===== src/catm_consts.svh =====
/*
  Constants for the card message transport controller: procedure-byte and status
  codes, header layout, block size and FIFO shape.
  Assumes it is included by bare name from the design files.
*/
`ifndef CATM_CONSTS_SVH
`define CATM_CONSTS_SVH

// ************************************************
// header layout
// ************************************************
`define CATM_HDR_LEN      5
`define CATM_HDR_LAST     3'h4
`define CATM_IDX_INS      3'h1
`define CATM_IDX_P1       3'h2
`define CATM_IDX_P2       3'h3
`define CATM_IDX_P3       3'h4
`define CATM_LEN_FULL     9'h100

// ************************************************
// procedure bytes and status codes
// ************************************************
`define CATM_INS_GETRSP   8'hC0
`define CATM_PB_NULL      8'h60
`define CATM_SW1_MORE     8'h61
`define CATM_SW1_WARN_A   8'h62
`define CATM_SW1_WARN_B   8'h63
`define CATM_SW1_RELEN    8'h6C
`define CATM_SW1_OK       8'h90
`define CATM_SW2_OK       8'h00
`define CATM_NIB_SW6      4'h6
`define CATM_NIB_SW9      4'h9

// ************************************************
// block protocol and buffering
// ************************************************
`define CATM_IFSC_DEF     32
`define CATM_FIFO_DEPTH   16
`define CATM_FIFO_W       9

`endif


===== src/catm_pkg.sv =====
/*
  Types for the card message transport controller.
  Assumes nothing beyond a SystemVerilog compiler.
*/
package catm_pkg;

  typedef enum logic [1:0] {CASE_1, CASE_2, CASE_3, CASE_4} catm_case_type;

  typedef enum logic [3:0] {
    ST_IDLE,
    ST_HDR_LD,
    ST_HDR_TX,
    ST_PROC_WAIT,
    ST_DATA_TX,
    ST_RX_DATA,
    ST_SW2_WAIT,
    ST_DRAIN,
    ST_T1_TX,
    ST_T1_RX
  } catm_state_type;

endpackage


===== src/catm_host.sv =====
/*
  Terminal-side transport controller: takes command messages from the
  application, runs the character-protocol exchange (header, procedure bytes,
  data, fetch-remaining and resend-with-length) or maps them into block-protocol
  information fields, and returns the response message and status.
  Assumes a byte link layer below (tx with ready, rx without) and an application
  that accepts every response byte.
*/
// Behaviour
// - case 4 trailing expected-length byte is never sent to the card.
// - after header, data goes only after a procedure byte; status with no fetch or resend due ends command.
// - fetch-remaining header length equals the length from the card.
// - case 4 warning or application status after data gives fetch with length zero.
// - any other status after case 4 data ends the command.
// - a fetch command is run exactly as a case 2 command.
// - resend code on a case 2 command makes the previous header go again with the new length; on other cases it is an error.
// - block protocol carries command and response fields unchanged.
// - block protocol commands longer than one field are chained over blocks.
// - block protocol response is one field or chained fields concatenated.
`timescale 1ns/1ps
`default_nettype none
`include "catm_consts.svh"

module catm_host
  import catm_pkg::*;
#(
  parameter int IFSC       = `CATM_IFSC_DEF,
  parameter int FIFO_DEPTH = `CATM_FIFO_DEPTH
) (
  input  wire logic       core_clk,
  input  wire logic       arst_n,
  input  wire logic       proto_t1,
  input  wire logic [1:0] cmd_case,
  input  wire logic       cmd_valid,
  output logic            cmd_ready,
  input  wire logic [7:0] cmd_data,
  input  wire logic       cmd_last,
  output logic            tx_valid,
  input  wire logic       tx_ready,
  output logic [7:0]      tx_data,
  output logic            tx_last,
  output logic            tx_chain,
  input  wire logic       rx_valid,
  input  wire logic [7:0] rx_data,
  input  wire logic       rx_last,
  input  wire logic       rx_chain,
  output logic            rsp_valid,
  output logic [7:0]      rsp_data,
  output logic            rsp_last,
  output logic            done,
  output logic [7:0]      sw1,
  output logic [7:0]      sw2,
  output logic            proto_err
);
  // ************************************************
  // command buffer
  // ************************************************
  logic                    fifo_ov, fifo_pop;
  logic [`CATM_FIFO_W-1:0] fifo_data;

  catm_fifo #(.W(`CATM_FIFO_W), .DEPTH(FIFO_DEPTH)) u_fifo (
    .core_clk  (core_clk),
    .arst_n    (arst_n),
    .in_valid  (cmd_valid),
    .in_ready  (cmd_ready),
    .in_data   ({cmd_last, cmd_data}),
    .out_valid (fifo_ov),
    .out_ready (fifo_pop),
    .out_data  (fifo_data)
  );

  // ************************************************
  // state
  // ************************************************
  catm_state_type state_q, state_d;
  catm_case_type  case_q, case_d;
  logic [7:0] hdr_q [0:4];
  logic [7:0] hdr_d [0:4];
  logic [2:0] idx_q, idx_d;
  logic [7:0] left_q, left_d, blk_cnt_q, blk_cnt_d;
  logic [8:0] rx_left_q, rx_left_d;
  logic       one_q, one_d, gr_q, gr_d, data_done_q, data_done_d;
  logic       last_seen_q, last_seen_d, t1_q, t1_d, err_q, err_d, done_q, done_d;
  logic [7:0] sw1_q, sw1_d, sw2_q, sw2_d, tx_data_q, tx_data_d, rsp_data_q, rsp_data_d;
  logic       tx_valid_q, tx_valid_d, tx_last_q, tx_last_d, tx_chain_q, tx_chain_d;
  logic       rsp_valid_q, rsp_valid_d, rsp_last_q, rsp_last_d;
  logic       tx_free, blk_end;
  logic       c_null, c_ack_all, c_ack_one, c_sw1, c_more, c_relen, c_cont;

  catm_sw_class u_class (
    .rx_byte    (rx_data),
    .sw1_in     (sw1_q),
    .ins        (hdr_q[`CATM_IDX_INS]),
    .is_null    (c_null),
    .is_ack_all (c_ack_all),
    .is_ack_one (c_ack_one),
    .is_sw1     (c_sw1),
    .is_more    (c_more),
    .is_relen   (c_relen),
    .is_cont    (c_cont)
  );

  assign tx_free = !tx_valid_q || tx_ready;
  assign blk_end = fifo_data[8] || (blk_cnt_q == 8'(IFSC - 1));

  // ************************************************
  // next-state logic
  // ************************************************
  always_comb
  begin
    state_d     = state_q;
    case_d      = case_q;
    hdr_d       = hdr_q;
    idx_d       = idx_q;
    left_d      = left_q;
    blk_cnt_d   = blk_cnt_q;
    rx_left_d   = rx_left_q;
    one_d       = one_q;
    gr_d        = gr_q;
    data_done_d = data_done_q;
    last_seen_d = last_seen_q;
    t1_d        = t1_q;
    err_d       = err_q;
    sw1_d       = sw1_q;
    sw2_d       = sw2_q;
    tx_data_d   = tx_data_q;
    tx_last_d   = tx_last_q;
    tx_chain_d  = tx_chain_q;
    tx_valid_d  = tx_valid_q && !tx_ready;
    rsp_data_d  = rsp_data_q;
    rsp_valid_d = 1'b0;
    rsp_last_d  = 1'b0;
    done_d      = 1'b0;
    fifo_pop    = 1'b0;
    case (state_q)
      ST_IDLE:
        if (fifo_ov)
        begin
          t1_d        = proto_t1;
          case_d      = catm_case_type'(cmd_case);
          err_d       = 1'b0;
          gr_d        = 1'b0;
          data_done_d = 1'b0;
          last_seen_d = 1'b0;
          idx_d       = 3'h0;
          blk_cnt_d   = 8'h00;
          state_d     = proto_t1 ? ST_T1_TX : ST_HDR_LD;
        end
      ST_HDR_LD:
        if (fifo_ov)
        begin
          fifo_pop     = 1'b1;
          hdr_d[idx_q] = fifo_data[7:0];
          last_seen_d  = fifo_data[8];
          idx_d        = idx_q + 3'h1;
          if (idx_q == `CATM_HDR_LAST)
          begin
            idx_d   = 3'h0;
            // case 4 sends Lc data bytes only; the Le byte behind them stays queued
            left_d  = (case_q == CASE_3 || case_q == CASE_4) ? fifo_data[7:0] : 8'h00;
            state_d = ST_HDR_TX;
          end
        end
      ST_HDR_TX:
        if (tx_free)
        begin
          tx_valid_d = 1'b1;
          tx_data_d  = hdr_q[idx_q];
          tx_last_d  = 1'b0;
          tx_chain_d = 1'b0;
          idx_d      = idx_q + 3'h1;
          if (idx_q == `CATM_HDR_LAST)
          begin
            idx_d     = 3'h0;
            // zero length asks for a full 256-byte answer
            rx_left_d = (case_q != CASE_2) ? 9'h000 :
                        (hdr_q[`CATM_IDX_P3] == 8'h00) ? `CATM_LEN_FULL :
                        {1'b0, hdr_q[`CATM_IDX_P3]};
            state_d   = ST_PROC_WAIT;
          end
        end
      ST_PROC_WAIT:
        if (rx_valid)
        begin
          if (c_null)
            state_d = ST_PROC_WAIT;
          else if (c_ack_all || c_ack_one)
          begin
            one_d = c_ack_one;
            if (left_q != 8'h00)
              state_d = ST_DATA_TX;
            else if (rx_left_q != 9'h000)
              state_d = ST_RX_DATA;
            else
            begin
              err_d   = 1'b1;
              state_d = ST_DRAIN;
            end
          end
          else if (c_sw1)
          begin
            sw1_d   = rx_data;
            state_d = ST_SW2_WAIT;
          end
          else
          begin
            err_d   = 1'b1;
            state_d = ST_DRAIN;
          end
        end
      ST_DATA_TX:
        if (tx_free && fifo_ov)
        begin
          fifo_pop    = 1'b1;
          tx_valid_d  = 1'b1;
          tx_data_d   = fifo_data[7:0];
          last_seen_d = fifo_data[8];
          left_d      = left_q - 8'h01;
          if (one_q || left_q == 8'h01)
            state_d = ST_PROC_WAIT;
          if (left_q == 8'h01)
            data_done_d = (case_q == CASE_4);
        end
      ST_RX_DATA:
        if (rx_valid)
        begin
          rsp_valid_d = 1'b1;
          rsp_data_d  = rx_data;
          rx_left_d   = rx_left_q - 9'h001;
          if (one_q || rx_left_q == 9'h001)
            state_d = ST_PROC_WAIT;
        end
      ST_SW2_WAIT:
        if (rx_valid)
        begin
          sw2_d = rx_data;
          if (c_more && (case_q == CASE_2 || data_done_q))
          begin
            hdr_d[`CATM_IDX_INS] = `CATM_INS_GETRSP;
            hdr_d[`CATM_IDX_P1]  = 8'h00;
            hdr_d[`CATM_IDX_P2]  = 8'h00;
            hdr_d[`CATM_IDX_P3]  = rx_data;
            case_d      = CASE_2;
            gr_d        = 1'b1;
            left_d      = 8'h00;
            data_done_d = 1'b0;
            state_d     = ST_HDR_TX;
          end
          else if (c_relen && case_q == CASE_2)
          begin
            hdr_d[`CATM_IDX_P3] = rx_data;
            state_d             = ST_HDR_TX;
          end
          else if (c_more || c_relen)
          begin
            err_d   = 1'b1;
            state_d = ST_DRAIN;
          end
          else if (data_done_q && c_cont)
          begin
            hdr_d[`CATM_IDX_INS] = `CATM_INS_GETRSP;
            hdr_d[`CATM_IDX_P1]  = 8'h00;
            hdr_d[`CATM_IDX_P2]  = 8'h00;
            hdr_d[`CATM_IDX_P3]  = 8'h00;
            case_d      = CASE_2;
            gr_d        = 1'b1;
            data_done_d = 1'b0;
            state_d     = ST_HDR_TX;
          end
          else
            state_d = ST_DRAIN;
        end
      ST_DRAIN:
        // discards the unsent remainder of the command, Le included
        if (last_seen_q)
        begin
          done_d  = 1'b1;
          state_d = ST_IDLE;
        end
        else if (fifo_ov)
        begin
          fifo_pop    = 1'b1;
          last_seen_d = fifo_data[8];
        end
      ST_T1_TX:
        if (tx_free && fifo_ov)
        begin
          fifo_pop   = 1'b1;
          tx_valid_d = 1'b1;
          tx_data_d  = fifo_data[7:0];
          tx_last_d  = blk_end;
          tx_chain_d = blk_end && !fifo_data[8];
          blk_cnt_d  = blk_end ? 8'h00 : blk_cnt_q + 8'h01;
          if (fifo_data[8])
            state_d = ST_T1_RX;
        end
      ST_T1_RX:
        if (rx_valid)
        begin
          rsp_valid_d = 1'b1;
          rsp_data_d  = rx_data;
          sw1_d       = sw2_q;
          sw2_d       = rx_data;
          if (rx_last && !rx_chain)
          begin
            rsp_last_d = 1'b1;
            done_d     = 1'b1;
            state_d    = ST_IDLE;
          end
        end
      default:
        state_d = ST_IDLE;
    endcase
  end

  // ************************************************
  // registers
  // ************************************************
  always_ff @(posedge core_clk or negedge arst_n)
  begin
    if (!arst_n)
    begin
      state_q     <= ST_IDLE;
      case_q      <= CASE_1;
      hdr_q       <= '{default: 8'h00};
      idx_q       <= 3'h0;
      left_q      <= 8'h00;
      blk_cnt_q   <= 8'h00;
      rx_left_q   <= 9'h000;
      one_q       <= 1'b0;
      gr_q        <= 1'b0;
      data_done_q <= 1'b0;
      last_seen_q <= 1'b0;
      t1_q        <= 1'b0;
      err_q       <= 1'b0;
      done_q      <= 1'b0;
      sw1_q       <= 8'h00;
      sw2_q       <= 8'h00;
      tx_valid_q  <= 1'b0;
      tx_data_q   <= 8'h00;
      tx_last_q   <= 1'b0;
      tx_chain_q  <= 1'b0;
      rsp_valid_q <= 1'b0;
      rsp_data_q  <= 8'h00;
      rsp_last_q  <= 1'b0;
    end
    else
    begin
      state_q     <= state_d;
      case_q      <= case_d;
      hdr_q       <= hdr_d;
      idx_q       <= idx_d;
      left_q      <= left_d;
      blk_cnt_q   <= blk_cnt_d;
      rx_left_q   <= rx_left_d;
      one_q       <= one_d;
      gr_q        <= gr_d;
      data_done_q <= data_done_d;
      last_seen_q <= last_seen_d;
      t1_q        <= t1_d;
      err_q       <= err_d;
      done_q      <= done_d;
      sw1_q       <= sw1_d;
      sw2_q       <= sw2_d;
      tx_valid_q  <= tx_valid_d;
      tx_data_q   <= tx_data_d;
      tx_last_q   <= tx_last_d;
      tx_chain_q  <= tx_chain_d;
      rsp_valid_q <= rsp_valid_d;
      rsp_data_q  <= rsp_data_d;
      rsp_last_q  <= rsp_last_d;
    end
  end

  assign tx_valid  = tx_valid_q;
  assign tx_data   = tx_data_q;
  assign tx_last   = tx_last_q;
  assign tx_chain  = tx_chain_q;
  assign rsp_valid = rsp_valid_q;
  assign rsp_data  = rsp_data_q;
  assign rsp_last  = rsp_last_q;
  assign done      = done_q;
  assign sw1       = sw1_q;
  assign sw2       = sw2_q;
  assign proto_err = err_q;
endmodule

`default_nettype wire


===== src/catm_fifo.sv =====
/*
  Synchronous FIFO with valid/ready on both sides; ready toward the writer is
  registered. Assumes DEPTH is a power of two and one clock.
*/
`timescale 1ns/1ps
`default_nettype none

module catm_fifo #(
  parameter int W     = 9,
  parameter int DEPTH = 16
) (
  input  wire logic         core_clk,
  input  wire logic         arst_n,
  input  wire logic         in_valid,
  output logic              in_ready,
  input  wire logic [W-1:0] in_data,
  output logic              out_valid,
  input  wire logic         out_ready,
  output logic [W-1:0]      out_data
);
  localparam int AW = $clog2(DEPTH);

  logic [W-1:0] mem [0:DEPTH-1];
  logic [AW-1:0] wr_q, wr_d, rd_q, rd_d;
  logic [AW:0]   cnt_q, cnt_d;
  logic          full_q, full_d;
  logic          push, pop;

  // ************************************************
  // pointers and count
  // ************************************************
  always_comb
  begin
    push   = in_valid && !full_q;
    pop    = out_ready && (cnt_q != '0);
    wr_d   = push ? wr_q + AW'(1) : wr_q;
    rd_d   = pop ? rd_q + AW'(1) : rd_q;
    cnt_d  = cnt_q + (AW+1)'(push) - (AW+1)'(pop);
    full_d = (cnt_d == (AW+1)'(DEPTH));
  end

  always_ff @(posedge core_clk or negedge arst_n)
  begin
    if (!arst_n)
    begin
      wr_q   <= '0;
      rd_q   <= '0;
      cnt_q  <= '0;
      full_q <= 1'b0;
    end
    else
    begin
      wr_q   <= wr_d;
      rd_q   <= rd_d;
      cnt_q  <= cnt_d;
      full_q <= full_d;
    end
  end

  // storage needs no reset; only the pointers and count define what is valid
  always_ff @(posedge core_clk)
  begin
    if (push)
      mem[wr_q] <= in_data;
  end

  assign in_ready  = !full_q;
  assign out_valid = (cnt_q != '0);
  assign out_data  = mem[rd_q];

endmodule

`default_nettype wire


===== src/catm_sw_class.sv =====
/*
  Classifies a byte from the card as a procedure byte or status, and a completed
  status pair as one that continues a case 4 exchange.
  Assumes inputs are stable within the cycle; purely combinational.
*/
`timescale 1ns/1ps
`default_nettype none
`include "catm_consts.svh"

module catm_sw_class (
  input  wire logic [7:0] rx_byte,
  input  wire logic [7:0] sw1_in,
  input  wire logic [7:0] ins,
  output logic            is_null,
  output logic            is_ack_all,
  output logic            is_ack_one,
  output logic            is_sw1,
  output logic            is_more,
  output logic            is_relen,
  output logic            is_cont
);
  always_comb
  begin
    is_null    = (rx_byte == `CATM_PB_NULL);
    is_ack_all = (rx_byte == ins);
    is_ack_one = (rx_byte == ~ins);
    is_sw1     = ((rx_byte[7:4] == `CATM_NIB_SW6) && !is_null) ||
                 (rx_byte[7:4] == `CATM_NIB_SW9);
    is_more    = (sw1_in == `CATM_SW1_MORE);
    is_relen   = (sw1_in == `CATM_SW1_RELEN);
    // rx_byte is the second status byte here
    is_cont    = (sw1_in == `CATM_SW1_WARN_A) || (sw1_in == `CATM_SW1_WARN_B) ||
                 ((sw1_in[7:4] == `CATM_NIB_SW9) &&
                  !((sw1_in == `CATM_SW1_OK) && (rx_byte == `CATM_SW2_OK)));
  end

endmodule

`default_nettype wire


===== config.mk =====
export PLATFORM = sky130hd
export DESIGN_NAME = catm_host
export DESIGN_NICKNAME = d
export VERILOG_FILES = /design/src/catm_pkg.sv /design/src/catm_host.sv /design/src/catm_fifo.sv /design/src/catm_sw_class.sv
export VERILOG_INCLUDE_DIRS = /design/src
export SDC_FILE = /design/constraint.sdc
export NUM_CORES = 1
export LEC_CHECK = 0
export ABC_CLOCK_PERIOD_IN_PS = 4000
export BUFFER_PORTS_ARGS = -buffer_cell sky130_fd_sc_hd__buf_2
export CORE_AREA = 2 2 148 150
export CTS_CLUSTER_SIZE = 30
export DETAILED_ROUTE_END_ITERATION = 8
export DIE_AREA = 0 0 150 152
export MAX_ROUTING_LAYER = met4
export PLACE_DENSITY = 0.78
export SLEW_MARGIN = 0
export SYNTH_ARGS = -nofsm -noshare
export SYNTH_HDL_FRONTEND = slang
export SYNTH_SLANG_ARGS = --single-unit

===== constraint.sdc =====
create_clock -name core_clk -period 4 [get_ports core_clk]
set_input_delay 0.2 -clock core_clk [delete_from_list [all_inputs] [get_ports core_clk]]
set_output_delay 0.2 -clock core_clk [all_outputs]
set_load 0.02 [all_outputs]

== After elaboration in Yosys (flattened, before gate mapping) ==
Memories as Yosys holds them, arrays and structs flattened.
Index checks and enable logic that the tools add are counted.

* Bits in registers: 130
* Bits in writable memories: 144
* Output and inout bits: 40
* Memories kept: 1

{| class="wikitable"
|+ Memory list
! memory !! words !! bits a word !! read ports !! clocked after memory_dff !! write ports !! RTL line !! source
|-
| u_fifo.mem || 16 || 9 || 1 || 0 || 1 || catm_fifo.sv:23 || <nowiki>logic [W-1:0] mem [0:DEPTH-1];</nowiki>
|}

* $add $sub $neg: 8
* Magnitude comparators: 2
* Eq/ne operators: 62
* Multiplexer cells: 125
* Bitwise logic cells: 3
* Reductions and logical operators: 70

{| class="wikitable"
|+ Operators by type and width
! cell !! count
|-
| $mux W32 || 5
|-
| $mux W8 || 20
|-
| $mux W4 || 22
|-
| $pmux W32 S2 || 1
|-
| $ne A2 B2 Y1 const B || 24
|-
| $pmux W8 S2 || 3
|-
| $mux W9 || 5
|-
| $bwmux W40 || 1
|-
| $eq A8 B7 Y1 const B || 5
|-
| $pmux W4 S10 || 1
|-
| $mux W1 || 39
|-
| $bmux W8 S3 || 1
|-
| $demux W8 S3 || 1
|-
| $mux W24 || 1
|-
| $pmux W8 S3 || 1
|-
| $reduce_and A6 Y1 || 4
|-
| $eq A4 B3 Y1 const B || 5
|-
| $ne A3 B3 Y1 const B || 6
|-
| $pmux W9 S2 || 1
|-
| $eq A4 B4 Y1 const B || 4
|-
| $eq A8 B8 Y1 || 2
|-
| $logic_not A8 Y1 || 2
|-
| $mux W2 || 8
|-
| $reduce_and A16 Y1 || 1
|-
| other kinds (47) || 107
|}

== Logic depth before layout (Yosys ltp) ==
Gate-level depths: netlist (run 1).

* Depth after elaboration: 12
* Mapped depth: 16

== Hierarchy ==
Synthesis (run 1) repeated with hierarchy kept, for this count alone.

* Cells, all modules: 971
* Area, all modules: 12922.4 µm²

{| class="wikitable"
|+ By module, submodules not included
! module !! instances !! cells an instance !! area each (µm²)
|-
| catm_host || 1 || 633 || 6432.4
|-
| catm_fifo || 1 || 306 || 6273.5
|-
| catm_sw_class || 1 || 32 || 216.5
|}

== Worst setup path after synthesis (run 1) ==
Ideal clock, no wire load.

* Path type: register to register
* Start point: reg state_q[0]
* End point: reg u_fifo.full_q
* Library setup time: 101 ps
* Arrival time: 2877 ps
* Required time: 3899 ps
* Setup slack: 1022 ps
* Stages on the path, launching flop included: 15
* Clock period less this slack: 2978 ps
* Cell sequence: dfrtp_1 buf_2 or2_2 nor2_1 a22oi_1 nor2_1 ha_1 inv_1 ha_1 fa_1 a21oi_1 o21bai_1 xnor2_1 nand2b_1 nor4_1

* Longest elaborated chain between the ends: 6

{| class="wikitable"
|+ Ends and longest elaborated chain
! item !! RTL line !! source
|-
| start, declared || catm_host.sv:75 || <nowiki>catm_state_type state_q, state_d;</nowiki>
|-
| start signal, assigned || catm_host.sv:349 || <nowiki>state_q <= state_d;</nowiki>
|-
| $eq A4 B4 Y1 / $eq A4 B3 Y1 (equally long branches) || catm_host.sv:135 || <nowiki>case (state_q)</nowiki>
|-
| $reduce_or A2 Y1 (no source line) || - ||
|-
| $pmux W1 S3 * || catm_host.sv:135 ||
|-
| $logic_and A1 B1 Y1 * || catm_fifo.sv:35 || <nowiki>pop = out_ready && (cnt_q != '0);</nowiki>
|-
| net u_fifo.pop || catm_fifo.sv:27 || <nowiki>logic push, pop;</nowiki>
|-
| $sub A5 B1 Y5 * || catm_fifo.sv:38 || <nowiki>cnt_d = cnt_q + (AW+1)'(push) - (AW+1)'(pop);</nowiki>
|-
| net u_fifo.cnt_d[4] || catm_fifo.sv:25 || <nowiki>logic [AW:0] cnt_q, cnt_d;</nowiki>
|-
| $eq A5 B5 Y1 * || catm_fifo.sv:39 || <nowiki>full_d = (cnt_d == (AW+1)'(DEPTH));</nowiki>
|-
| net u_fifo.full_d || catm_fifo.sv:26 || <nowiki>logic full_q, full_d;</nowiki>
|-
| end signal, assigned || catm_fifo.sv:56 || <nowiki>full_q <= full_d;</nowiki>
|-
| end, declared || catm_fifo.sv:26 ||
|}

Mark *: on every way through the listed nets, which the timed path passes. The rest lies on a longest branch.
A chain may end at the register's enable or synchronous reset.

== Worst setup path in the final report (run 1) ==
* Start point: reg state_q[1]
* End point: reg u_fifo.full_q

The elaborated chain is that of the path after synthesis.

==> results.md, run 1 <==
- The share of synthesized area spent on multiplexers is roughly 13%.
- The highest fanout seen on the critical path is 18.
- The synthesized netlist devotes about 1.3% of its cell area to XOR and XNOR gates.
- Summing the areas of all fa, ha and maj instances in the mapped netlist gives 1.93% of the synthesized area.
- The via count of the first global-routing pass is 8562.
- The height of the chip is 152 um.
- The worst setup path is launched from a register.
- The clock period minus final worst setup slack is around 3.4 ns.
- The number of filler cells placed in the layout is about 1500.
- The signal on the critical path passes through nor2_1, o21bai_1, a32o_1, a22oi_1, nor2_1, ha_1, inv_1, ha_1, fa_1, a21oi_1, o21bai_1, xnor2_1, nand2b_1, nor4_1.
- The share of total power in the clock network is between 20% and 30%.
- Wire segments on met2 add up to ~16000 um in the final route.
- The peak per-stage delay on the critical path is around 0.65 ns.
- After synthesis, the mean cell area works out to ~13 um^2.
- The number of DRC markers in iteration 0 is between 600 and 700.
- Counting the buffers created by CTS gives 27.
- The count of hold buffers inserted by post-cts repair is 6.
- The cell area after placement is roughly 13000 um^2.
- The design internal power is between 6 and 7 mW.
- The number of cells on the worst hold path is 1.
- For this design the total switching power over the nets is 4.32 mW.
- The data required time of the critical path is roughly 4.4 ns.
- The final hold violation count is 0.
- Post-CTS timing repair inserted 0 buffers for setup.
- TritonCTS built the clock tree.
- CTS built an H-tree with a depth of 1.
- Summing all non-filler instances in the final layout gives an area of between 10000 and 15000 um^2.
- The fraction of layout instances using a drive strength above 1 is about 22%.
- The total of max-cap violations is 0.
- The cell taking the most area after synthesis is sky130_fd_sc_hd__edfxtp_1.
- For the pin with the worst max-slew slack, the measured transition is 1.12 ns.
- The first-pass detailed-route iteration total is 5.
- Once detail routing completed, the nets flagged for antenna violations numbered 0.
- The aggregate global-route resource usage is between 20% and 30%.
- The initial antenna violation count is 0.
- The largest net degree at the start of global routing is between 80 and 90.
- The number of vias per cell is ~6.4.
- Summed over all failing endpoints, the final setup total negative slack is 0 ns.
- 67 I/O pins were placed.
- Setup violations remaining at the end of the flow were counted as 0.
- The uppermost signal routing layer after detailed routing is met4.
- CTS saw ~270 sinks.
- The worst register-to-register path ends at u_fifo.full_q.
- The routability congestion estimate is between 0.9 and 1.
- In this run switching power makes up approximately 38% of total power.
- The worst path arrival time is approximately 3.8 ns.
- For this run, asynchronously set or reset flops after synthesis account for between 40% and 50%.
- Clock-pin slew was measured on the worst setup and hold paths at ~0.06 ns.
- The region available for standard cell placement spans between 20000 and 25000 um^2.
- The setup slack of the most critical reg-to-reg path is 0.61 ns.
- The tree is rooted in a sky130_fd_sc_hd__clkbuf_16.
- For hold timing, the worst endpoint is u_fifo.mem[8][7].
- The maximum count of clock buffers along a single path is 3.
- Summing the areas of all compound-gate instances in the mapped netlist gives a little over a tenth of the synthesized area.
- The source of the worst register-to-register timing path is state_q[1].
- For this run, the number of Yosys warnings is 0.
- The peak supply drop is 414 uV.
- The logic gate share of total power is 39.7%.
- The final count of pins violating max slew is 0.
- The HPWL after detailed placement is around 21000 um.
- The number of nets handed over by synthesis was approximately 1000.
- The static leakage power is ~5.4 nW.
- The fraction of the mapped netlist area in simple logic gates is approximately a tenth.
- The final critical-path share of the clock period is a little over four fifths.
- The beginning of the worst hold path is cmd_data[7].
- Global routing finished with a remaining overflow of 0.
- The routed length on met3 is roughly 1700 um.
- For this configuration, the core starts out at a cell density of about three fifths.
- The dominant combinational cell family by area after synthesis is multiplexers.
- The final wirelength is between 30000 and 40000 um.
- The detailed-route wire length on metal 1 is ~12000 um.
- In the final design database the tool counted 1066 nets.
- Compared with the post-synthesis result, the final layout area differs by 11.6%.
- The average routed wire per standard cell is around 23 um.
- The kind of critical path is reg -> reg.
- Sorting the synthesized cells by area gives the leading types as sky130_fd_sc_hd__edfxtp_1 (34%), sky130_fd_sc_hd__dfrtp_1 (26%), sky130_fd_sc_hd__mux4_2 (8.9%), sky130_fd_sc_hd__mux2_2 (3.9%), sky130_fd_sc_hd__nor2_1 (2.2%).
- The standard cell with the maximum stage delay on the critical path is sky130_fd_sc_hd__dfrtp_1.
- The number of antenna repair diodes is 0.
- Of the post-synthesis cell area, the dominant cell type holds approximately 34%.
- The via count of the routed design is 8417.
- The max-slew headroom at the worst pin is between 20% and 30%.
- After detailed routing, the number of remaining DRC violations is 0.
- The die is about 150 um wide.
- The post-synth design cell area is approximately 13000 um^2.
- The count of standard-cell rows is 54.
- The upper clock frequency limit is around 300 MHz.
- Setup repair after global routing left no endpoint under its margin.
- During placement, the flow inserted port buffers numbering 66.
- The number of cells on the worst reg-to-reg path is 14.
- The global-route wire length before repair is about 48000 um.
- The worst hold path class is in -> reg.
- The nature of the critical path endpoint is a register.
- The synthesized design contains roughly 270 register bits.
- The flow ran to the end, and the final reports show no timing, DRC or antenna violations.
- The largest clock skew in the final design is roughly 0.01 ns.
- Once the clock tree was built, the resizer swapped 0 gates to a different size.
- In the synthesized netlist the dominant register cell turns out to be sky130_fd_sc_hd__edfxtp_1.
- At the later pin of the worst-skew pair, clock insertion delay measures approximately 0.55 ns.
- The count of flip-flops with a built-in enable after synthesis is about 140.
- The synthesized netlist cell count is between 900 and 1000.
- The cell area power density is 791 nW/um^2.
- Yosys mapped the design onto 75 distinct sky130hd cell types.
- The die covers 22800 um^2.
- The sequential share of power is 38.9%.
- The sequential element share of the synthesized area is 59.7%.
-- flip-flops by register name, indices dropped and copies added, names as in the netlist, 2 cells and up --
register / count
blk_cnt_q: 8
case_q: 2
hdr_q: 40
idx_q: 3
left_q: 8
rsp_data: 8
rx_left_q: 9
state_q: 4
sw1: 8
sw2: 8
tx_data: 8
u_fifo.cnt_q: 5
u_fifo.mem: 144
u_fifo.rd_q: 4
u_fifo.wr_q: 4
-- worst max-delay path by stage --
stage | startpoint | to | slack [ns]
final | state_q[1] | u_fifo.full_q | 0.61
after floorplan | state_q[0] | u_fifo.full_q | 1.02
after global routing | state_q[1] | u_fifo.full_q | 0.38
after CTS | state_q[1] | u_fifo.full_q | 0.64
after detailed placement | state_q[1] | u_fifo.full_q | 0.71
after global placement | state_q[1] | u_fifo.full_q | 0.79
-- power by group through the flow --
stage,registers (mW),logic (mW),clock network (mW)
2_1_floorplan,4.25,3.20,0
3_3_place_gp,4.35,4.31,0
3_5_place_dp,4.39,4.40,0
4_1_cts,4.34,4.44,2.44
5_1_grt,4.44,4.84,2.55
6_report,4.36,4.45,2.40
-- per-layer routing --
layer  global-route usage [%]  up-vias
li1                         -     3785
met1                     35.9     4209
met2                     45.9      339
met3                     3.75       84
met4                     11.0        0
met5                        -        -
-- cells by family after synthesis --
family,count (synthesis)
buf+inv,72
fa+ha+maj,19
xor+xnor,19
mux,102
simple gates,257
compound gates,206
flops,274
-- per-stage QoR --
step | std cells | power, mW | utilization [%] | hold WS [ns] | setup slack, ns
final | 1320 | 11.2 | 66.3 | 0.0286 | 0.611
after global routing | 1320 | 11.8 | 66.3 | 0.0220 | 0.383
after CTS | 1320 | 11.2 | 66.3 | 0.00345 | 0.636
after detailed placement | 1265 | 8.79 | 62.2 | 0.326 | 0.709
after global placement | 1265 | 8.66 | 62.2 | 0.324 | 0.786
after floorplan | 949 | 7.44 | - | -0.0956 | 1.02
-- worst max-delay path, delay by kind of cell (launching register included) --
| kind | cells | cell delay [ns] |
|---|---|---|
| adder cells (fa/ha/maj) | 3 | 0.94 |
| buffers and inverters | 1 | 0.04 |
| AO/OA/AOI/OAI | 5 | 0.93 |
| AND/OR/NAND/NOR | 4 | 0.52 |
| XOR/XNOR | 1 | 0.20 |
| flip-flops | 1 | 0.65 |
-- area by class of cell --
cell class / count / area [um^2] / share of cell area (%)
Clock inverter: 7 / 73.8 / 0.521
Clock buffer: 42 / 752 / 5.31
Tap cell: 280 / 350 / 2.47
Inverter: 24 / 90.1 / 0.636
Sequential cell: 274 / 7580 / 53.5
Timing Repair Buffer: 90 / 532 / 3.75
Multi-Input combinational cell: 603 / 4790 / 33.8
-- layout by cell type (no fill, tap or decap), drive strengths merged, types with 8 or more instances in the layout --
cell type | Yosys | routed
edfxtp | 144 | 144
buf | 28 | 84
nand2 | 64 | 64
nand2b | 14 | 14
a31oi | 10 | 10
a22oi | 14 | 14
xnor2 | 15 | 15
nor4 | 9 | 9
mux2i | 8 | 8
nor3 | 26 | 26
nor2 | 77 | 77
mux2 | 44 | 44
clkbuf | 20 | 42
dfrtp | 130 | 130
nor2b | 9 | 9
mux4 | 50 | 50
a22o | 23 | 23
inv | 22 | 23
o21ai | 53 | 53
nand3 | 21 | 21
ha | 18 | 18
o31ai | 11 | 11
a21oi | 44 | 44
-- cells in the mapped netlist, types with 4 or more instances --
cell and count:
sky130_fd_sc_hd__a21o_1 4, sky130_fd_sc_hd__a31oi_1 10, sky130_fd_sc_hd__and3_1 7, sky130_fd_sc_hd__mux4_2 50, sky130_fd_sc_hd__nand2b_1 14, sky130_fd_sc_hd__a32oi_1 4, sky130_fd_sc_hd__a22o_1 23, sky130_fd_sc_hd__o31ai_1 11
sky130_fd_sc_hd__mux2i_1 8, sky130_fd_sc_hd__xor2_1 4, sky130_fd_sc_hd__nor4_1 8, sky130_fd_sc_hd__mux2_2 44, sky130_fd_sc_hd__clkbuf_1 19, sky130_fd_sc_hd__o21ai_0 46, sky130_fd_sc_hd__buf_1 7, sky130_fd_sc_hd__a221oi_1 7
sky130_fd_sc_hd__ha_1 18, sky130_fd_sc_hd__xnor2_1 15, sky130_fd_sc_hd__nand4_1 6, sky130_fd_sc_hd__nor2_1 76, sky130_fd_sc_hd__a211oi_1 5, sky130_fd_sc_hd__buf_2 15, sky130_fd_sc_hd__dfrtp_1 130, sky130_fd_sc_hd__nand3_1 21
sky130_fd_sc_hd__nor3_1 24, sky130_fd_sc_hd__a21oi_1 44, sky130_fd_sc_hd__inv_1 22, sky130_fd_sc_hd__o21ai_1 4, sky130_fd_sc_hd__nand2_1 62, sky130_fd_sc_hd__nor2b_1 9, sky130_fd_sc_hd__edfxtp_1 144, sky130_fd_sc_hd__a22oi_1 14
sky130_fd_sc_hd__and2_1 4
Note: power is estimated with default switching activity, not from simulation.
==> run 2, diff against run 1 <==
- ABC_CLOCK_PERIOD_IN_PS: 4000 -> 3300
- clock period: 4 -> 3.3 ns (I/O delays scaled with it)
==> results.md, run 2 (synthesis gave the netlist of run 1 again) <==
- The flow ran to the end, and the final reports show no timing, DRC or antenna violations.
- The first-pass detailed-route iteration total is 5.
- Timing analysis after detailed placement gives a worst setup slack of roughly 0.27 ns.
- For this design, the sink count on the clock tree is about 270.
- The core outline area is 21400 um^2.
- The leading cell type in the layout, fill and taps excluded is sky130_fd_sc_hd__edfxtp_1.
- The number of buffers created by CTS is 28.
- Using the TritonRoute via totals, the vias-per-cell ratio works out to ~6.4.
- The nature of the critical path endpoint is a register.
- The static leakage power is approximately 5.6 nW.
- Once the floorplan was initialized, standard cells occupied about three fifths of the core.
- Hold timing on the final database bottoms out at a slack of 0.00563 ns.
- The total area of multi-input combinational cells is 4790 um^2.
- The detailed router placed a little under 9000 vias in this run.
- The remaining design rule violation count is 0.
- The worst hold path belongs to the class in -> reg.
- The maximum count of clock buffers along a single path is 3.
- The fraction of layout instances using a drive strength above 1 is around 24%.
- After detailed routing, the average wire length per cell comes to 23.4 um.
- The post-layout worst setup margin is between 0.2 and 0.25 ns.
- Dividing total power by cell area gives a power density of between 900 and 1000 nW/um^2.
- The library cells used most frequently in the layout, excluding fill and tap cells, are sky130_fd_sc_hd__edfxtp_1 (144), sky130_fd_sc_hd__dfrtp_1 (129), sky130_fd_sc_hd__nor2_1 (74), sky130_fd_sc_hd__buf_2 (65), sky130_fd_sc_hd__nand2_1 (62).
- Across the VDD grid, the largest voltage drop is between 500 and 600 uV.
- The kind of launch point of the worst setup path is a register.
- The final layout net count is approximately 1100.
- Setup violations remaining at the end of the flow were counted as 0.
- The tree is rooted in a sky130_fd_sc_hd__clkbuf_16.
- Cells fill between 60% and 70% of the core in the end.
- From synthesis to final layout, the design area changed by 14.3%.
- Global routing consumed, over all layers together, 29.6% of the routing resources.
- The count of standard-cell rows is 54.
- The standard cell with the maximum stage delay on the critical path is sky130_fd_sc_hd__dfrtp_1.
- The detailed router finished its first iteration with between 800 and 900 violations.
- The largest clock skew in the final design is around 0.036 ns.
- For this block, the routed nets add up to around 32000 um of wire.
- Setup repair after global routing left no endpoint under its margin.
- On the worst path, the slowest cell contributes a delay of 0.43 ns.
- In this run the register-to-register setup slack is ~0.22 ns.
- The count of antenna-violating nets left after detailed routing is 0.
- The number of flip-flops under the largest register name is between 100 and 150.
- The repair_antennas step left the layout with diodes totalling 0.
- The startpoint identified for the worst hold timing path is rx_data[3].
- The area of the die is approximately 23000 um^2.
- For this design the top-level I/O count stands at 67.
- For the worst flop-to-flop path, the logic depth is 14.
- The number of filler cells placed in the layout is between 1500 and 2000.
- Following the worst setup path forward leads to its endpoint at u_fifo.full_q.
- The final count of pins violating max slew is 0.
- The largest net degree at the start of global routing is between 90 and 100.
- The final critical-path share of the clock period is between 90 and 100%.
- The die is approximately 150 um wide.
- The total area of sequential cells is between 7000 and 8000 um^2.
- The source of the worst register-to-register timing path is state_q[1].
- Tracing the worst setup path back leads to its startpoint at state_q[1].
- The initial antenna violation count is 0.
- Buffers placed on the I/O ports in this run total 66.
- The reg-to-reg critical path endpoint is u_fifo.full_q.
- The cell area after placement is approximately 13000 um^2.
- At the pin with the least slew margin, the transition time is 0.862 ns.
- STA puts the critical path data required time at ~3.8 ns.
- Routability-driven placement finished with a final weighted congestion of 0.923.
- For the worst-skew pair, the clock arrives at the later sink with an insertion delay of roughly 0.57 ns.
- The kind of critical path is reg -> reg.
- After routing the design area is approximately 15000 um^2.
- Across the run, the number of max-cap violations was 0.
- The largest registers in the layout are u_fifo.mem x144, hdr_q x40, rx_left_q x9.
- The floorplan step set the die height to 152 um.
- The clock period minus final worst setup slack is between 3 and 4 ns.
- After clock tree synthesis, the clock-pin slew on the worst setup and hold paths is about 0.06 ns.
- The worst path arrival time is 3.54 ns.
- The signal on the critical path passes through nor2_1, o21bai_1, a32o_1, a22oi_2, nor2_2, ha_1, inv_1, ha_1, fa_1, a21oi_1, o21bai_1, xnor2_1, nand2b_1, nor4_2.
- Measured against its own limit, the worst slew margin works out to a little over two fifths.
- Of all nets on the critical path, the largest fanout is 5.
- The overflow left after global routing is 0.
- TritonCTS built the clock tree.
- Setup total negative slack on the finished layout was measured at 0 ns.
- The via count of the first global-routing pass is ~9000.
- The H-tree depth reported by CTS is 1.
- Derived from the worst setup path, the maximum achievable clock frequency is 325 MHz.
- The wire-length estimate of the detail-placed layout is between 20000 and 25000 um.
- The final hold violation count came to 0.
- The global-route wire length before repair is slightly above 50000 um.
- More flip-flops sit in one register than any other, and that register is u_fifo.mem.
run 2: layer usage:
layer | GRT usage, % | part of all wire, % | vias to the layer above
li1 | - | - | 3858
met1 | 38.5 | 40 | 4382
met2 | 48.3 | 51 | 360
met3 | 2.85 | 4.9 | 105
met4 | 11.9 | 5.0 | 0
met5 | - | 0 | -
run 2: critical path: cells and delay by family (launching register included):
family | cells | cell delay, ns
fa+ha+maj | 3 | 0.92
compound gates | 5 | 0.91
simple gates | 4 | 0.49
flops | 1 | 0.43
xor+xnor | 1 | 0.22
buf+inv | 1 | 0.04
run 2: cell type report:
cell class              instances  area share, %
flip-flops and latches        274           52.3
multi-input cells             603           33.0
repair buffers                126           5.81
clock buffers                  43           5.43
well taps                     280           2.42
inverters                      24          0.621
clock inverters                 8          0.431
run 2: what timing repair did:
action / CTS / global route
hold buffers: 17 / 0
setup endpoints to repair: 0 / 1
setup buffers: 0 / 1
hold endpoints to repair: 240 / 0
gates resized for setup: 0 / 4
run 2: power breakdown:
part           leakage [nW]  switching [mW]  internal, mW  total (mW)
Sequential             2.95           0.710          4.45        5.16
Clock                 0.415            1.29          1.64        2.93
Combinational          2.22            3.36          2.41        5.76
Total                  5.59            5.35          8.50        13.9
run 2: worst min path at each step:
stage	to	slack, ns	cells after the start
after floorplan	blk_cnt_q[0]	-0.13	0
after global placement	state_q[3]	0.31	1
after detailed placement	state_q[3]	0.31	1
after CTS	sw2[3]	0.001	2
after global routing	sw2[3]	0.01	2
final	sw2[3]	0.006	2
run 2: stage by stage:
stage	total power [mW]	std cells
4_1_cts	13.8	1357
2_1_floorplan	9.02	949
3_3_place_gp	10.6	1289
6_report	13.9	1358
3_5_place_dp	10.7	1289
5_1_grt	14.6	1358
==> run 3, diff against run 2 <==
--- a/config.mk
+++ b/config.mk
@@ -10,5 +10,5 @@
 export BUFFER_PORTS_ARGS = -buffer_cell sky130_fd_sc_hd__buf_2
 export CORE_AREA = 2 2 148 150
-export CTS_CLUSTER_SIZE = 30
+export CTS_CLUSTER_SIZE = 24
 export DETAILED_ROUTE_END_ITERATION = 8
 export DIE_AREA = 0 0 150 152
==> constraint.sdc (replaced) <==
create_clock -name core_clk -period 3.3 [get_ports core_clk]
set_input_delay 0.33 -clock core_clk [delete_from_list [all_inputs] [get_ports core_clk]]
set_output_delay 0.33 -clock core_clk [all_outputs]
set_load 0.02 [all_outputs]
==> results.md, run 3 (synthesis gave the netlist of run 1 again) <==
- The endpoint of the worst hold path is case_q[1].
- After routing the design area is approximately 14000 um^2.
- For flop-to-flop paths, the worst setup slack is roughly 0.14 ns.
- For this design the top-level I/O count stands at between 60 and 70.
- The tightest hold path in the finished design has a slack of around 0.042 ns.
- The reported net switching power is between 5 and 6 mW.
- The clock drives between 200 and 300 sinks.
- The count of input and output buffers is between 60 and 70.
- The final count of pins violating max slew is 0.
- For this run, the detailed router's first-pass iteration total came to 5.
- STA classifies the critical path startpoint as a register.
- Across the VDD grid, the largest voltage drop is roughly 660 uV.
- The number of cells on the worst reg-to-reg path is 14.
- The peak per-stage delay on the critical path is between 0.4 and 0.5 ns.
- Summed over all nets, the half-perimeter wirelength after detailed placement is 21300 um.
- The reg-to-reg critical path endpoint is u_fifo.full_q.
- 0 antenna diodes ended up in the layout.
- The design internal power is around 8.5 mW.
- The register bank with the most flops is u_fifo.mem.
- The initialized floorplan defines 54 standard-cell rows.
- Clock skew on the completed layout was measured at a little over 0.02 ns.
- The cell family contributing the most delay on the critical path is simple AND/OR/NAND/NOR gates.
- The cell sitting at the root of the clock tree is a sky130_fd_sc_hd__clkbuf_16.
- Counting the fill cells in the layout gives about 1600.
- The upper clock frequency limit is 316 MHz.
- The count of nets left with antenna violations once routing finished came out at 0.
- For this run, design rule violations remaining after detail routing come to 0.
- The overflow left after global routing is 0.
- The placed instances occupy a cell area of 13500 um^2.
- Traced cell by cell, the critical path runs through buf_4, or2_2, nor2_1, a22oi_2, nor2_1, ha_1, inv_1, ha_1, fa_1, a21oi_1, o21bai_1, xnor2_1, nand2b_1, nor4_1.
- The height of the chip is 152 um.
- The final route contains around 8600 vias.
- Setup slack closes at roughly 0.14 ns.
- The sequential share of power is between 30% and 40%.
- The first global-routing pass estimated a little under 50000 um of wire.
- The number of vias per cell is ~6.4.
- The area of the die is ~23000 um^2.
- The register with the most flip-flops in the layout has approximately 140 of them.
- OpenSTA, run right after detailed placement, puts the worst setup slack at between 0.2 and 0.25 ns.
- Buffers inserted during clock tree synthesis total 27.
- The kind of critical path is reg -> reg.
- The slew at the pin with the worst max-slew slack is 0.836 ns.
- The share of total power dissipated in the clock network is 21.3%.
- The aggregate global-route resource usage is 29.0%.
- The final hold violation count is 0.
- Leaving out fill and tap cells, the most frequent cell in the layout is sky130_fd_sc_hd__edfxtp_1.
- The static leakage power is around 5.5 nW.
- The final layout net count is between 1000 and 1500.
- The H-tree depth reported by CTS is 1.
- At the worst endpoint, the arrival time is between 3 and 4 ns.
- For the worst setup path, the data required time is 3.75 ns.
- The via count of the first global-routing pass is 8786.
- The logic gate share of total power is 41.0%.
- The die span in x is about 150 um.
- The initial antenna violation count is 0.
- The clock period minus final worst setup slack is between 3 and 4 ns.
- Wires add up to between 30000 and 40000 um.
- The total area inside the core boundary comes to 21400 um^2.
- The routability congestion estimate is between 0.9 and 1.
- At the later pin of the worst-skew pair, clock insertion delay measures ~0.55 ns.
- The count of buffering cells on the critical path with inverters included is 2.
- The beginning of the worst hold path is cmd_case[1].
- The source of the worst register-to-register timing path is state_q[1].
- The standard cell with the maximum stage delay on the critical path is sky130_fd_sc_hd__dfrtp_1.
- TritonCTS built the clock tree.
- The number of cells on the worst hold path is 3.
- In the layout the commonest cells are sky130_fd_sc_hd__edfxtp_1 (144), sky130_fd_sc_hd__dfrtp_1 (129), sky130_fd_sc_hd__nor2_1 (76), sky130_fd_sc_hd__buf_2 (65), sky130_fd_sc_hd__nand2_1 (62).
- Headroom to the max-slew limit came out at roughly 44%.
- The largest registers in the layout are u_fifo.mem x144, hdr_q x40, rx_left_q x9.
- Dividing the detail-routed wire length by the instance count gives approximately 23 um.
- The worst hold path belongs to the class in -> reg.
- The final core area utilization is between 60% and 70%.
- The flow ran to the end, and the final reports show no timing, DRC or antenna violations.
- The effective utilization at floorplan is roughly 59%.
- The total of max-cap violations is 0.
- Post-CTS timing repair inserted 0 buffers for setup.
- The switching portion of total power is about two fifths.
- The fraction of layout instances using a drive strength above 1 is between 20% and 30%.
- The number of setup violations in the final report is 0.
- In the final timing run, aggregate negative setup slack is 0 ns.
- The largest net degree at the start of global routing is about 90.
- The number of DRC markers in iteration 0 is 735.
- The worst path uses 95.8% of the clock period.
- After clock tree synthesis, the clock-pin slew on the worst setup and hold paths is 0.07 ns.
- Relative to the synthesized area, the layout overhead comes to 12.8%.
- For this design the ratio of total power to cell area is between 900 and 1000 nW/um^2.
- Setup repair after global routing left no endpoint under its margin.
- Along the worst path, the maximum fanout reaches 13.
- STA classifies the critical path endpoint as a register.
- The maximum count of clock buffers along a single path is 3.
[run 3: changes by cell type in the layout (fill, tap and decap cells not counted), sizes merged, moves of 2 or more]
cell         before  now
clkbuf           43   38
buf             109  106
dlygate4sd3      17    1
clkinv           10    8
[run 3: per-layer routing]
metal / wire (um) / vias up / part of all wire [%] / track usage [%]
met1: 12700 / 4335 / 41 / 37.9
met4: 1180 / 0 / 3.8 / 9.52
met5: 0 / - / 0 / -
met2: 15700 / 334 / 50 / 47.1
met3: 1660 / 92 / 5.3 / 4.23
li1: - / 3807 / - / -
[run 3: layout make-up]
cell class / instances / area [um^2] / share of cell area (%)
clock buffer: 38 / 747 / 5.22
clock inverter: 9 / 85.1 / 0.594
inverter: 24 / 90.1 / 0.629
multi-input combinational: 603 / 4780 / 33.4
sequential: 274 / 7580 / 52.9
tap: 280 / 350 / 2.45
timing repair buffer: 107 / 684 / 4.78
[run 3: how the worst max path moves through the flow]
stage,start,to,cells after the start
2_1_floorplan,state_q[0],u_fifo.full_q,14
3_3_place_gp,tx_ready,u_fifo.full_q,14
3_5_place_dp,state_q[1],u_fifo.full_q,14
4_1_cts,state_q[1],u_fifo.full_q,14
5_1_grt,state_q[1],u_fifo.full_q,14
6_report,state_q[1],u_fifo.full_q,14
[run 3: worst reg2reg max path, cell delays in order (launching register included)]
cell and delay [ns]:
sky130_fd_sc_hd__dfrtp_1 0.44, sky130_fd_sc_hd__buf_4 0.21, sky130_fd_sc_hd__or2_2 0.32, sky130_fd_sc_hd__nor2_1 0.21, sky130_fd_sc_hd__a22oi_2 0.11, sky130_fd_sc_hd__nor2_1 0.16
sky130_fd_sc_hd__ha_1 0.16, sky130_fd_sc_hd__inv_1 0.05, sky130_fd_sc_hd__ha_1 0.23, sky130_fd_sc_hd__fa_1 0.44, sky130_fd_sc_hd__a21oi_1 0.16, sky130_fd_sc_hd__o21bai_1 0.08
sky130_fd_sc_hd__xnor2_1 0.22, sky130_fd_sc_hd__nand2b_1 0.08, sky130_fd_sc_hd__nor4_1 0.19
[run 3: repair_timing]
item / 4_1_cts / 5_1_grt
resized for setup: 0 / 1
hold buffers: 1 / 0
hold endpoints to repair: 86 / 0
endpoints found under the setup margin: 0 / 1
[run 3: through the flow]
stage / std cells / power, mW
after global placement: 1287 / 10.6
after CTS: 1335 / 13.8
final: 1335 / 13.8
after global routing: 1335 / 14.5
after floorplan: 949 / 9.02
after detailed placement: 1287 / 10.8
[run 3: power by group through the flow]
| stage | Clock [mW] | Sequential, mW | Combinational [mW] |
|---|---|---|---|
| after floorplan | 0 | 5.15 | 3.87 |
| after global placement | 0 | 5.18 | 5.44 |
| after detailed placement | 0 | 5.22 | 5.56 |
| after CTS | 2.98 | 5.17 | 5.61 |
| after global routing | 3.13 | 5.27 | 6.12 |
| final | 2.94 | 5.19 | 5.65 |
